## src/qdrlc_pkg.sv

```systemverilog
// Constants, types and helpers shared by the queued-read and log-read command block
package qdrlc_pkg;
    localparam int AW = 8;
    // APB byte offsets
    localparam logic [7:0] OFF_DATA  = 8'h00;
    localparam logic [7:0] OFF_FEAT  = 8'h04;
    localparam logic [7:0] OFF_SCNT  = 8'h08;
    localparam logic [7:0] OFF_SNUM  = 8'h0C;
    localparam logic [7:0] OFF_CYLL  = 8'h10;
    localparam logic [7:0] OFF_CYLH  = 8'h14;
    localparam logic [7:0] OFF_DHEAD = 8'h18;
    localparam logic [7:0] OFF_CMD   = 8'h1C;
    localparam logic [7:0] OFF_DCTL  = 8'h20;
    localparam logic [7:0] OFF_CTRL  = 8'h24;
    localparam logic [7:0] OFF_STATE = 8'h28;
    // Command codes
    localparam logic [7:0] CMD_RDQ     = 8'hC7;
    localparam logic [7:0] CMD_RDQ_EXT = 8'h26;
    localparam logic [7:0] CMD_RD_LOG  = 8'h2F;
    localparam logic [7:0] CMD_SERVICE = 8'hA2;
    // Bit positions and control reset value
    localparam int ST_BSY  = 7;
    localparam int ST_RDY  = 6;
    localparam int ST_SRV  = 4;
    localparam int ST_DRQ  = 3;
    localparam int ST_ERR  = 0;
    localparam int ER_UNC  = 6;
    localparam int ER_ABT  = 2;
    localparam int SC_REL  = 2;
    localparam int SC_IO   = 1;
    localparam int SC_CD   = 0;
    localparam int DCTL_HOB = 7;
    localparam int CT_SMART   = 0;
    localparam int CT_ERRLOG  = 1;
    localparam int CT_SLFTEST = 2;
    localparam logic [7:0] CTRL_RESET = 8'h07;
    // Log addresses and sizes
    localparam logic [7:0]  LOG_DIR      = 8'h00;
    localparam logic [7:0]  LOG_EXT_ERR  = 8'h03;
    localparam logic [7:0]  LOG_SLFTEST  = 8'h06;
    localparam logic [7:0]  LOG_EXT_SLFT = 8'h07;
    localparam logic [7:0]  LOG_HOST_LO  = 8'h80;
    localparam logic [7:0]  LOG_HOST_HI  = 8'h9F;
    localparam logic [16:0] LOG_DIR_SECT  = 17'h00001;
    localparam logic [16:0] LOG_HOST_SECT = 17'h00010;
    // Sector counts and last word index
    localparam logic [16:0] SECT_MAX8  = 17'h00100;
    localparam logic [16:0] SECT_MAX16 = 17'h10000;
    localparam logic [7:0]  WORD_LAST  = 8'hFF;

    typedef enum logic [3:0] {
        ST_IDLE = 4'b0001,
        ST_REL  = 4'b0010,
        ST_XFER = 4'b0100,
        ST_LOG  = 4'b1000
    } qdrlc_state_t;

    typedef enum logic [1:0] {
        K_NONE = 2'b00,
        K_RDQ  = 2'b01,
        K_RDQX = 2'b10,
        K_LOG  = 2'b11
    } qdrlc_kind_t;

    // Zero count means the largest transfer of that width
    function automatic logic [16:0] qdrlc_sectors(input logic [15:0] raw, input logic wide);
        if (raw != 16'h0000)
            return {1'b0, raw};
        return wide ? SECT_MAX16 : SECT_MAX8;
    endfunction

    function automatic logic [7:0] qdrlc_sc_report(input logic [4:0] tag, input logic release_flag);
        return {tag, release_flag, ~release_flag, ~release_flag};
    endfunction

    function automatic logic [7:0] qdrlc_pick(input logic high_order_readback, input logic [7:0] cur,
                                              input logic [7:0] prev);
        return high_order_readback ? prev : cur;
    endfunction
endpackage

```

## src/qdrlc_log_check.sv

```systemverilog
// Log address decode and parameter check for the extended log read
module qdrlc_log_check #(
    parameter logic [16:0] EXT_ERR_SECT  = 17'h00001,
    parameter logic [16:0] EXT_SLFT_SECT = 17'h00001
) (
    input  wire logic [7:0]  log_addr,
    input  wire logic [15:0] first_sector,
    input  wire logic [15:0] count,
    input  wire logic [7:0]  ctrl,
    output logic             abort
);
    import qdrlc_pkg::*;
    logic [16:0] size;
    logic        enabled;
    logic [16:0] last;

    always_comb begin
        size    = 17'h00000;
        enabled = 1'b0;
        if (log_addr == LOG_DIR) begin
            size    = LOG_DIR_SECT;
            enabled = 1'b1;
        end else if (log_addr == LOG_EXT_ERR) begin
            size    = EXT_ERR_SECT;
            enabled = ctrl[CT_ERRLOG];
        end else if (log_addr == LOG_EXT_SLFT) begin
            // Entries of both address widths are supplied by the back end
            size    = EXT_SLFT_SECT;
            enabled = ctrl[CT_SLFTEST];
        end else if (log_addr >= LOG_HOST_LO && log_addr <= LOG_HOST_HI) begin
            size    = LOG_HOST_SECT;
            enabled = ctrl[CT_SMART];
        end
        last  = {1'b0, first_sector} + {1'b0, count};
        // 06h is never reachable this way, even with self-test enabled
        abort = (log_addr == LOG_SLFTEST) || !enabled || count == 16'h0000
              || last > size;
    end
endmodule

```

## src/qdrlc_cmd.sv

```systemverilog
// Task-file command interpreter for queued DMA reads and extended log read
import qdrlc_pkg::*;

module qdrlc_cmd #(
    parameter logic [16:0] EXT_ERR_SECT  = 17'h00001,
    parameter logic [16:0] EXT_SLFT_SECT = 17'h00001
) (
    input  wire logic                  pclk,
    input  wire logic                  presetn,
    input  wire logic                  psel,
    input  wire logic                  penable,
    input  wire logic                  pwrite,
    input  wire logic [qdrlc_pkg::AW-1:0] paddr,
    input  wire logic [31:0]           pwdata,
    output logic [31:0]                prdata,
    output logic                       pready,
    output logic                       pslverr,
    output logic                       intrq,
    output logic                       dmarq,
    input  wire logic                  dma_ack,
    output logic [15:0]                dma_data,
    input  wire logic                  be_data_avail,
    input  wire logic                  be_word_valid,
    input  wire logic [15:0]           be_word,
    output logic                       be_word_ready,
    input  wire logic                  be_error,
    input  wire logic [47:0]           be_err_lba,
    output logic                       cmd_start,
    output qdrlc_pkg::qdrlc_kind_t     cmd_kind,
    output logic [47:0]                cmd_lba,
    output logic [16:0]                cmd_sectors,
    output logic [4:0]                 cmd_tag
);
    import qdrlc_pkg::*;

    typedef struct packed {
        qdrlc_state_t state;
        qdrlc_kind_t  kind;
        logic [7:0]   feat_cur;
        logic [7:0]   feat_prev;
        logic [7:0]   sc_cur;
        logic [7:0]   sc_prev;
        logic [7:0]   sn_cur;
        logic [7:0]   sn_prev;
        logic [7:0]   cl_cur;
        logic [7:0]   cl_prev;
        logic [7:0]   ch_cur;
        logic [7:0]   ch_prev;
        logic [7:0]   dh;
        logic         high_order_readback;
        logic [7:0]   err;
        logic         errf;
        logic         service_pending;
        logic [7:0]   ctrl;
        logic         intrq;
        logic [4:0]   tag;
        logic [24:0]  words_left;
        logic [7:0]   word_idx;
        logic [15:0]  word;
        logic         full;
        logic         dmarq;
        logic         word_ready;
        logic [31:0]  prdata;
        logic         pready;
        logic         pslverr;
        logic         cmd_start;
        logic [47:0]  cmd_lba;
        logic [16:0]  cmd_sectors;
    } qdrlc_regs_t;

    localparam qdrlc_regs_t S_RESET = '{state: ST_IDLE, kind: K_NONE, ctrl: CTRL_RESET,
                                        default: '0};

    qdrlc_regs_t s_q;
    qdrlc_regs_t s_d;
    logic        log_abort;
    logic        setup;
    logic        acc;
    logic        mapped;
    logic        wr;
    logic        rd;
    logic        drain;
    logic [7:0]  status;

    qdrlc_log_check #(
        .EXT_ERR_SECT  (EXT_ERR_SECT),
        .EXT_SLFT_SECT (EXT_SLFT_SECT)
    ) u_log_check (
        .log_addr     (s_q.sn_cur),
        .first_sector ({s_q.cl_prev, s_q.cl_cur}),
        .count        ({s_q.sn_prev, s_q.sc_cur}),
        .ctrl         (s_q.ctrl),
        .abort        (log_abort)
    );

    always_comb begin
        s_d = s_q;
        s_d.cmd_start = 1'b0;
        setup  = psel && !penable;
        acc    = psel && penable && s_q.pready;
        mapped = paddr <= OFF_STATE && paddr[1:0] == 2'b00;
        wr     = acc && pwrite && mapped;
        rd     = acc && !pwrite && mapped;
        status = 8'h00;
        status[ST_RDY] = 1'b1;
        status[ST_BSY] = s_q.state == ST_LOG && !s_q.full;
        status[ST_SRV] = s_q.service_pending;
        status[ST_DRQ] = s_q.state == ST_XFER || (s_q.state == ST_LOG && s_q.full);
        status[ST_ERR] = s_q.errf;

        // Read data is captured in the setup phase, so every access has zero wait states
        s_d.pready  = setup;
        s_d.pslverr = setup && !mapped;
        if (setup) begin
            s_d.prdata = 32'h0000_0000;
            case (paddr)
                OFF_DATA:  s_d.prdata[15:0] = s_q.full ? s_q.word : 16'h0000;
                OFF_FEAT:  s_d.prdata[7:0] = s_q.err;
                OFF_SCNT:  s_d.prdata[7:0] = qdrlc_pick(s_q.high_order_readback, s_q.sc_cur, s_q.sc_prev);
                OFF_SNUM:  s_d.prdata[7:0] = qdrlc_pick(s_q.high_order_readback, s_q.sn_cur, s_q.sn_prev);
                OFF_CYLL:  s_d.prdata[7:0] = qdrlc_pick(s_q.high_order_readback, s_q.cl_cur, s_q.cl_prev);
                OFF_CYLH:  s_d.prdata[7:0] = qdrlc_pick(s_q.high_order_readback, s_q.ch_cur, s_q.ch_prev);
                OFF_DHEAD: s_d.prdata[7:0] = s_q.dh;
                OFF_CMD:   s_d.prdata[7:0] = status;
                OFF_DCTL:  s_d.prdata[7:0] = status;
                OFF_CTRL:  s_d.prdata[7:0] = s_q.ctrl;
                OFF_STATE: s_d.prdata[3:0] = s_q.state;
                default:   s_d.prdata = 32'h0000_0000;
            endcase
        end

        // Reading status acknowledges the interrupt; the alternate copy does not
        if (rd && paddr == OFF_CMD)
            s_d.intrq = 1'b0;

        if (wr) begin
            case (paddr)
                OFF_FEAT: begin
                    s_d.feat_prev = s_q.feat_cur;
                    s_d.feat_cur  = pwdata[7:0];
                end
                OFF_SCNT: begin
                    s_d.sc_prev = s_q.sc_cur;
                    s_d.sc_cur  = pwdata[7:0];
                end
                OFF_SNUM: begin
                    s_d.sn_prev = s_q.sn_cur;
                    s_d.sn_cur  = pwdata[7:0];
                end
                OFF_CYLL: begin
                    s_d.cl_prev = s_q.cl_cur;
                    s_d.cl_cur  = pwdata[7:0];
                end
                OFF_CYLH: begin
                    s_d.ch_prev = s_q.ch_cur;
                    s_d.ch_cur  = pwdata[7:0];
                end
                OFF_DHEAD: s_d.dh = pwdata[7:0];
                OFF_DCTL:  s_d.high_order_readback = pwdata[DCTL_HOB];
                OFF_CTRL:  s_d.ctrl = pwdata[7:0];
                OFF_CMD: begin
                    s_d.err  = 8'h00;
                    s_d.errf = 1'b0;
                    if (s_q.state == ST_IDLE && pwdata[7:0] == CMD_RDQ) begin
                        s_d.kind        = K_RDQ;
                        s_d.tag         = s_q.sc_cur[7:3];
                        s_d.cmd_sectors = qdrlc_sectors({8'h00, s_q.feat_cur}, 1'b0);
                        s_d.cmd_lba     = {20'h00000, s_q.dh[3:0], s_q.ch_cur,
                                           s_q.cl_cur, s_q.sn_cur};
                        s_d.cmd_start   = 1'b1;
                    end else if (s_q.state == ST_IDLE && pwdata[7:0] == CMD_RDQ_EXT) begin
                        s_d.kind        = K_RDQX;
                        s_d.tag         = s_q.sc_cur[7:3];
                        s_d.cmd_sectors = qdrlc_sectors({s_q.feat_prev, s_q.feat_cur},
                                                        1'b1);
                        s_d.cmd_lba     = {s_q.ch_prev, s_q.cl_prev, s_q.sn_prev,
                                           s_q.ch_cur, s_q.cl_cur, s_q.sn_cur};
                        s_d.cmd_start   = 1'b1;
                    end else if (s_q.state == ST_IDLE && pwdata[7:0] == CMD_RD_LOG
                                 && !log_abort) begin
                        s_d.kind        = K_LOG;
                        s_d.state       = ST_LOG;
                        s_d.cmd_sectors = {1'b0, s_q.sn_prev, s_q.sc_cur};
                        s_d.cmd_lba     = {24'h000000, s_q.cl_prev,
                                           s_q.cl_cur, s_q.sn_cur};
                        s_d.words_left  = {s_q.sn_prev, s_q.sc_cur, 8'h00, 1'b0} >> 1;
                        s_d.word_idx    = 8'h00;
                        s_d.cmd_start   = 1'b1;
                    end else if (s_q.state == ST_REL && s_q.service_pending
                                 && pwdata[7:0] == CMD_SERVICE) begin
                        s_d.state  = ST_XFER;
                        s_d.sc_cur = {s_q.tag, 3'b010};
                    end else if (s_q.state == ST_IDLE || s_q.state == ST_REL) begin
                        s_d.err[ER_ABT] = 1'b1;
                        s_d.errf        = 1'b1;
                        s_d.intrq       = 1'b1;
                        s_d.service_pending         = 1'b0;
                        s_d.state       = ST_IDLE;
                        s_d.kind        = K_NONE;
                    end
                    if (s_d.cmd_start && s_d.kind != K_LOG) begin
                        s_d.words_left = {s_d.cmd_sectors, 8'h00};
                        if (be_data_avail) begin
                            s_d.state = ST_XFER;
                        end else begin
                            s_d.state  = ST_REL;
                            s_d.sc_cur = qdrlc_sc_report(s_d.tag, 1'b1);
                            s_d.service_pending    = 1'b0;
                            s_d.intrq  = 1'b1;
                        end
                    end
                end
                default: ;
            endcase
        end

        // Readiness after a release is announced through the service flag only
        if (s_q.state == ST_REL && be_data_avail)
            s_d.service_pending = 1'b1;

        // Word drained by the DMA channel or by a data register read
        drain = (s_q.state == ST_XFER && s_q.dmarq && dma_ack)
              || (s_q.state == ST_LOG && s_q.full && rd && paddr == OFF_DATA);
        if (drain) begin
            s_d.full       = 1'b0;
            s_d.dmarq      = 1'b0;
            s_d.words_left = s_q.words_left - 25'd1;
            s_d.word_idx   = s_q.word_idx + 8'd1;
            if (s_q.words_left == 25'd1) begin
                s_d.state = ST_IDLE;
                if (s_q.state == ST_XFER) begin
                    s_d.sc_cur = qdrlc_sc_report(s_q.tag, 1'b0);
                    s_d.service_pending    = 1'b0;
                    s_d.intrq  = 1'b1;
                end
            end
        end

        // Word loaded from the back end; a new log sector raises an interrupt
        if (s_q.word_ready && be_word_valid) begin
            s_d.word  = be_word;
            s_d.full  = 1'b1;
            s_d.dmarq = s_q.state == ST_XFER;
            if (s_q.state == ST_LOG && s_q.word_idx == 8'h00)
                s_d.intrq = 1'b1;
        end

        // Unrecoverable error ends the transfer and leaves the failing address
        if (be_error && (s_q.state == ST_XFER || s_q.state == ST_LOG)) begin
            s_d.state       = ST_IDLE;
            s_d.full        = 1'b0;
            s_d.dmarq       = 1'b0;
            s_d.err[ER_UNC] = 1'b1;
            s_d.errf        = 1'b1;
            s_d.intrq       = 1'b1;
            s_d.service_pending         = 1'b0;
            if (s_q.state == ST_XFER)
                s_d.sc_cur = qdrlc_sc_report(s_q.tag, 1'b0);
            s_d.sn_cur = be_err_lba[7:0];
            s_d.cl_cur = be_err_lba[15:8];
            s_d.ch_cur = be_err_lba[23:16];
            if (s_q.kind == K_RDQ) begin
                s_d.dh[3:0] = be_err_lba[27:24];
            end else begin
                s_d.sn_prev = be_err_lba[31:24];
                s_d.cl_prev = be_err_lba[39:32];
                s_d.ch_prev = be_err_lba[47:40];
            end
        end

        // The data phase never falls back to the released state
        s_d.word_ready = (s_d.state == ST_XFER || s_d.state == ST_LOG)
                       && !s_d.full;
    end

    always_ff @(posedge pclk or negedge presetn) begin
        if (!presetn)
            s_q <= S_RESET;
        else
            s_q <= s_d;
    end

    assign prdata        = s_q.prdata;
    assign pready        = s_q.pready;
    assign pslverr       = s_q.pslverr;
    assign intrq         = s_q.intrq;
    assign dmarq         = s_q.dmarq;
    assign dma_data      = s_q.word;
    assign be_word_ready = s_q.word_ready;
    assign cmd_start     = s_q.cmd_start;
    assign cmd_kind      = s_q.kind;
    assign cmd_lba       = s_q.cmd_lba;
    assign cmd_sectors   = s_q.cmd_sectors;
    assign cmd_tag       = s_q.tag;
endmodule

```

## config.mk

```make
export PLATFORM = sky130hd
export DESIGN_NAME = qdrlc_cmd
export DESIGN_NICKNAME = d
export VERILOG_FILES = /design/src/qdrlc_pkg.sv /design/src/qdrlc_log_check.sv /design/src/qdrlc_cmd.sv
export SDC_FILE = /design/constraint.sdc
export NUM_CORES = 1
export LEC_CHECK = 0
export ABC_AREA = 0
export BUFFER_PORTS_ARGS = -buffer_cell sky130_fd_sc_hd__buf_2
export CAP_MARGIN = 30
export CORE_UTILIZATION = 35
export DETAILED_ROUTE_END_ITERATION = 12
export PLACE_DENSITY = 0.58
export SYNTH_ARGS = -nofsm -noshare
export SYNTH_HDL_FRONTEND = slang
export SYNTH_SLANG_ARGS = --single-unit
```

## constraint.sdc

```tcl
create_clock -name pclk -period 4.43 [get_ports pclk]
set_input_delay 0.2215 -clock pclk [delete_from_list [all_inputs] [get_ports pclk]]
set_output_delay 0.2215 -clock pclk [all_outputs]
set_load 0.03 [all_outputs]
```

# ---- Yosys cells after proc, flatten, opt, wreduce, memory -nomap -nowiden
# Cells that the tools add are included.
# Widths: inputs -> output; s select.
dict set report totals {
  regBits 249
  elab_cells 270
}
dict set report classes {
  muxes 123
  reduce_logical 75
  order_cmp 4
  add_sub_neg 3
  eq_ne 31
}
# operator count
set ops {}
lappend ops {{$mux 66} 7}
lappend ops {{$mux 8} 22}
lappend ops {{$mux 152} 1}
lappend ops {{$mux 33} 4}
lappend ops {{$mux 17} 7}
lappend ops {{$mux 16} 5}
lappend ops {{$mux 48} 1}
lappend ops {{$eq 8x6->1 const B} 5}
lappend ops {{$mux 1} 40}
lappend ops {{$pmux 4 s10} 1}
lappend ops {{$mux 39} 1}
lappend ops {{$mux 4} 9}
lappend ops {{$pmux 4 s9} 1}
lappend ops {{$eq 8x5->1 const B} 4}
lappend ops {{$logic_and 1x1->1} 29}
lappend ops {{$mux 2} 14}
lappend ops {{$eq 25x1->1 const B} 1}
lappend ops {{$mux 25} 1}
lappend ops {{$sub 25x1->25 const B} 1}
lappend ops {{$eq 8x3->1 const B} 3}
lappend ops {{$logic_not 8->1} 3}
lappend ops {{$reduce_and 2->1} 10}
lappend ops {{$mux 6} 3}
lappend ops {{$add 16x16->17} 1}
lappend ops {{31 further kinds} 62}

# ---- Logic depth before layout (Yosys ltp)
dict set report logic_depth {
  ltp_word 28
  mapped_depth 19
  depth_no_buf 17
}

# ---- Modules after synthesis
# Synthesis repeated with hierarchy kept, for this count alone.
dict set report unflattened {
  hier_cells 1489
  hier_area_um2 14421.3
}
# mod cells_per_inst instances seq_area_each_um2 area_per_inst_um2
set modules_own_cells {}
lappend modules_own_cells {qdrlc_cmd 1332 1 6236.0 13306.5}
lappend modules_own_cells {qdrlc_log_check 157 1 0.0 1114.8}

# ---- Worst setup path after synthesis
# OpenSTA, ideal clock, no wires.
dict set report synth_timing {
  path_type {register -> register}
  from {reg s_q[241] (netlist name)}
  to {reg s_q[128] (netlist name)}
  required_ns 4.297
  synth_period_minus_slack_ns 4.269
  stages_incl_launch_ff 20
  path_buffers 2
  path_slack_ns 0.161
  arrival_time_ns 4.135
  path_cell_list {dfrtp_1 ha_1 inv_1 fa_1 nand2b_1 nand2b_1 a21oi_1 xnor2_1 ha_1 a21boi_0 nor4b_1 o2111ai_1 or4_1 or4_4 nor4_4 o21ai_1 buf_4 buf_2 a21oi_1 a21oi_1}
}
dict set report synth_between {
  elab_chain_cells 16
  elab_cells_between_ends 27
  cone_classes {add/sub: 1; order compare: 1; eq/ne: 3; mux: 14; reduce/logical: 8}
}
# element line
set synth_lines {}
lappend synth_lines {{start, declared} qdrlc_cmd.sv:74} ;# qdrlc_regs_t s_q;
lappend synth_lines {{start signal, assigned} qdrlc_cmd.sv:278} ;# s_q <= S_RESET;
lappend synth_lines {{start signal, assigned} qdrlc_cmd.sv:280} ;# s_q <= s_d;
lappend synth_lines {{$add 16x16->17 / $logic_not 16->1 (equally long branches)} {qdrlc_log_check.sv:34, qdrlc_log_check.sv:36}}
lappend synth_lines {{$gt 17x17->1 / $logic_or 1x1->1 (equally long branches)} {qdrlc_log_check.sv:37, qdrlc_log_check.sv:36}}
lappend synth_lines {{$logic_or 1x1->1 (*)} qdrlc_log_check.sv:37} ;# || last > size;
lappend synth_lines {{$logic_not 1->1 (*)} qdrlc_cmd.sv:180} ;# && !log_abort) begin
lappend synth_lines {{$logic_and 1x1->1 (*)} qdrlc_cmd.sv:180}
lappend synth_lines {{$mux 6} qdrlc_cmd.sv:179} ;# end else if (s_q.state == ST_IDLE && pwdata[7:0] == CMD_RD_LOG
lappend synth_lines {{$mux 2} qdrlc_cmd.sv:171} ;# end else if (s_q.state == ST_IDLE && pwdata[7:0] == CMD_RDQ_EXT) begin
lappend synth_lines {{$mux 2} qdrlc_cmd.sv:164} ;# if (s_q.state == ST_IDLE && pwdata[7:0] == CMD_RDQ) begin
lappend synth_lines {{$mux 2} qdrlc_cmd.sv:137} ;# case (paddr)
lappend synth_lines {{$mux 2} qdrlc_cmd.sv:136} ;# if (wr) begin
lappend synth_lines {{$ne 2x2->1} qdrlc_cmd.sv:201} ;# if (s_d.cmd_start && s_d.kind != K_LOG) begin
lappend synth_lines {{$logic_and 1x1->1} qdrlc_cmd.sv:201}
lappend synth_lines {{$mux 25} qdrlc_cmd.sv:201}
lappend synth_lines {{$mux 39} qdrlc_cmd.sv:137}
lappend synth_lines {{$mux 152} qdrlc_cmd.sv:136}
lappend synth_lines {{$mux 33} qdrlc_cmd.sv:224} ;# if (drain) begin
# Every way passes the cells marked *; elsewhere a longest branch is shown, timed or not. The select of a mux whose other input is x is not followed.
# A chain may end at the register's enable or synchronous reset.

# ---- Worst setup path after layout
dict set report layout_timing {
  from {reg s_q[209] (netlist name)}
  to {reg s_q (netlist bit cmd_lba[7])}
}
dict set report layout_between {
  elab_chain_cells 7
}
# element line
set layout_lines {}
lappend layout_lines {{$add 16x16->17} qdrlc_log_check.sv:34} ;# last = {1'b0, first_sector} + {1'b0, count};
lappend layout_lines {{$gt 17x17->1} qdrlc_log_check.sv:37}
lappend layout_lines {{$logic_or 1x1->1} qdrlc_log_check.sv:37}
lappend layout_lines {{$logic_not 1->1} qdrlc_cmd.sv:180}
lappend layout_lines {{$logic_and 1x1->1} qdrlc_cmd.sv:180}
lappend layout_lines {{$ne 5x2->1 (no source line)} -}
lappend layout_lines {{$reduce_and 3->1 (no source line)} -}
# No other way between the ends.

==> flow_metrics.tcl <==
set metrics [dict create \
    path_max_fanout 6 \
    antenna_found_initial 1 \
    die_y_um 201.9 \
    hp-class "input port to flop" \
    globalplace.congestion 0.9585 \
    cts_buffer_depth 3 \
    avgSynthCellArea_um2 9.656 \
    ys.flop_type "dfrtp_1" \
    worstMarginPinSlew_ns 0.9987 \
    yosys-top-cells-count "dfrtp_1, nand2_1, buf_4" \
    nets 1808 \
    wl_per_cell_um 23.92 \
    end_kind "flop" \
    grt_pass1_wl_um 77420 \
    ant_nets 0 \
    track_usage_pct 25.21 \
    layout_min_cycle_time_ns 4.376 \
    final-hold-violation-count 0 \
    worstReg2RegStart "s_q[209]$_DFFE_PN0P_" \
    worst-r2r-cell-count 18 \
    initial_core_util_pct 35.87 \
    dp_cells 2080 \
    slowest_delay_ns 0.55 \
    min_path_cells 4 \
    power.density_mw_per_mm2 294.8 \
    synth_top_cell_by_area "dfrtp_1" \
    totalWireLength_um 52920 \
    synth_async_sr_flop_share_pct 100.0 \
    drc 0 \
    startpoint_type "flop" \
    dieArea_mm2 0.04078 \
    max_freq_mhz 228.5 \
    worstHoldStart "paddr[6]" \
    dp_hpwl_um 37540 \
    pre_cts_ws_ns -0.09901 \
    htreeDepth 1 \
    maxCapViolCount 0 \
    area_delta_synth_final_pct 24.43 \
    syn-cell-area_mm2 0.01399 \
    core_area_mm2 0.03901 \
    maxSlewViolCount 0 \
    grt.overflow.total 0 \
    synth_edf_count 0 \
    synth_top_area_share_pct 43.82 \
    crit_chain "ha_2 > inv_2 > fa_2 > nand2b_4 > nand2b_4 > a21oi_2 > xnor2_1 > ha_1 > a21boi_2 > nor4b_2 > o2111ai_1 > or4_4 > or4_4 > nor4_4 > buf_4 > o21ai_4 > clkbuf_16 > mux2_4" \
    port_buffers 198 \
    rsz0062_at_grt "true" \
    ir_worst_vdd_mv 0.2865 \
    die_x_um 201.9 \
    yosysWarnings 0 \
    startpoint "s_q[209]$_DFFE_PN0P_" \
    ys_types 81 \
    rows 72 \
    clock_latency_ns 0.57 \
    ys_ff_latch 249 \
    leakagePower_nw 8.253 \
    final_cells 2212 \
    grt_start_max_net_pins 131 \
    cp.required_ns 4.88 \
    cts_buffers 29 \
    synth-seq-area-share_pct 44.57 \
    arrival_ns 4.83 \
    cts-root-buf "clkbuf_16" \
    path_clk_slew_ns 0.06 \
    drt_iter0_drc 1159 \
    n_antenna_cell 0 \
    drive_above_1_share_pct 29.87 \
    fin_util_pct 44.63 \
    total_power_mw 5.132 \
    status "complete, no violations" \
    boundaryPins 239 \
    clock_sinks 249 \
    grt_pass1_vias 12010 \
    finClkSkew_ns 0.007964 \
    netlist_instances 1449 \
    finalSetupViolCount 0 \
    critical_path_class "flop to flop" \
    num_vias 12280 \
    relSlewSlack_pct 33.42 \
    cts_tree "done" \
    setup_ws_ns 0.05377 \
    dpl_cell_area_mm2 0.01533 \
    dr.pass1.iters 7 \
    post-route-period-util_pct 98.79 \
    crit_path_top_delay_cell "or4_4" \
    yosysMostFrequentCell "dfrtp_1" \
    final_area_mm2 0.01741 \
    synth_area_leaders "dfrtp_1, buf_4, mux2i_1, mux2_2, nand2_1" \
    via_per_inst 5.551 \
]
cell families (layout without fill, tap and decap cells):
family          count (synthesis)  count (layout)  share of synthesized area [%]
buf+inv                       222             452                          9.470
fa+ha+maj                      23              23                          2.110
compound gates                331             331                          15.21
flops                         249             249                          44.57
xor+xnor                       23              23                          1.440
other cells                     1              16                        0.02680
simple gates                  442             442                          15.16
mux                           158             158                          12.02
timing repair:
item / CTS / global route
gates resized for setup: 2 / 65
hold buffers: 69 / 0
setup endpoints to repair: 33 / 96
endpoints found under the hold margin: 153 / 0
pin swaps: 2 / 32
gates cloned: 1 / 4
setup buffers: 3 / 3
final cells by class:
type	instances	area (um2)
Timing Repair Buffer	380	2726
Inverter	19	76.32
Clock inverter	13	150.1
Tap cell	518	648.1
Multi-Input combinational cell	993	6726
Fill cell	3703	21600
Sequential cell	249	6236
Clock buffer	40	847.1
state kept, by name, indices dropped and copies added, names as in the netlist:
| name | flops |
|---|---|
| cmd_kind | 2 |
| cmd_sectors | 17 |
| cmd_lba | 48 |
| prdata | 16 |
| dmarq | 1 |
| intrq | 1 |
| cmd_tag | 5 |
| cmd_start | 1 |
| pready | 1 |
| pslverr | 1 |
| s_q | 139 |
| dma_data | 16 |
| be_word_ready | 1 |
metal layers:
layer  up-vias  global-route usage, %  routed length (um)
met4         2                  9.118                2072
met5         -                      0                  12
li1       5545                      -                   -
met2       576                  36.73               22550
met1      6041                  35.44               23200
met3       115                  7.046                5081
critical path, delay by kind of cell, from the launching register on:
kind	cells	cell delay, ns
AO/OA/AOI/OAI	4	0.45
multiplexers	1	0.29
XOR/XNOR	1	0.13
adder cells (fa/ha/maj)	3	0.85
AND/OR/NAND/NOR	6	1.73
buffers and inverters	3	0.46
flip-flops	1	0.35
stage by stage:
step | hold WS [ns] | setup TNS [ns]
floorplan | -0.07409 | 0
global placement | 0.2663 | -0.5299
detailed placement | 0.2784 | -0.7281
CTS | 0.05389 | 0
global route | 0.1181 | -5.856
finish | 0.08036 | 0
cell usage in the layout (no fill, tap or decap), drive strengths merged, types with 9 or more instances in the layout:
cell / count
or2: 12
nand2: 161
a22oi: 26
inv: 20
nand3: 35
nor4: 18
dfrtp: 245
clkbuf: 44
o211ai: 12
dlygate4sd3: 69
ha: 22
o22ai: 11
xor2: 9
o21ai: 99
mux2: 80
a211oi: 9
nand2b: 15
a21oi: 81
conb: 16
nand4: 14
xnor2: 14
a22o: 24
mux2i: 78
nor2: 100
buf: 307
nor3: 33
a221oi: 9
worst paths after layout:
| check | endpoint | slack, ns |
|---|---|---|
| min | pslverr$_DFF_PN0_ | 0.08 |
| max in group asynchronous | cmd_lba[11]$_DFFE_PN0P_ | 3.03 |
| max reg2reg | cmd_lba[7]$_DFFE_PN0P_ | 0.05 |
| min reg2reg | prdata[2]$_DFFE_PN0P_ | 0.47 |
| max | cmd_lba[7]$_DFFE_PN0P_ | 0.05 |
| min in group asynchronous | cmd_sectors[2]$_DFFE_PN0P_ | 0.23 |
power by group:
part / internal, mW / switching (mW)
Sequential: 2.29 / 0.0170
Combinational: 0.129 / 0.200
Clock: 1.50 / 0.995
Total: 3.92 / 1.21
Power figures use the tool's default switching activity.
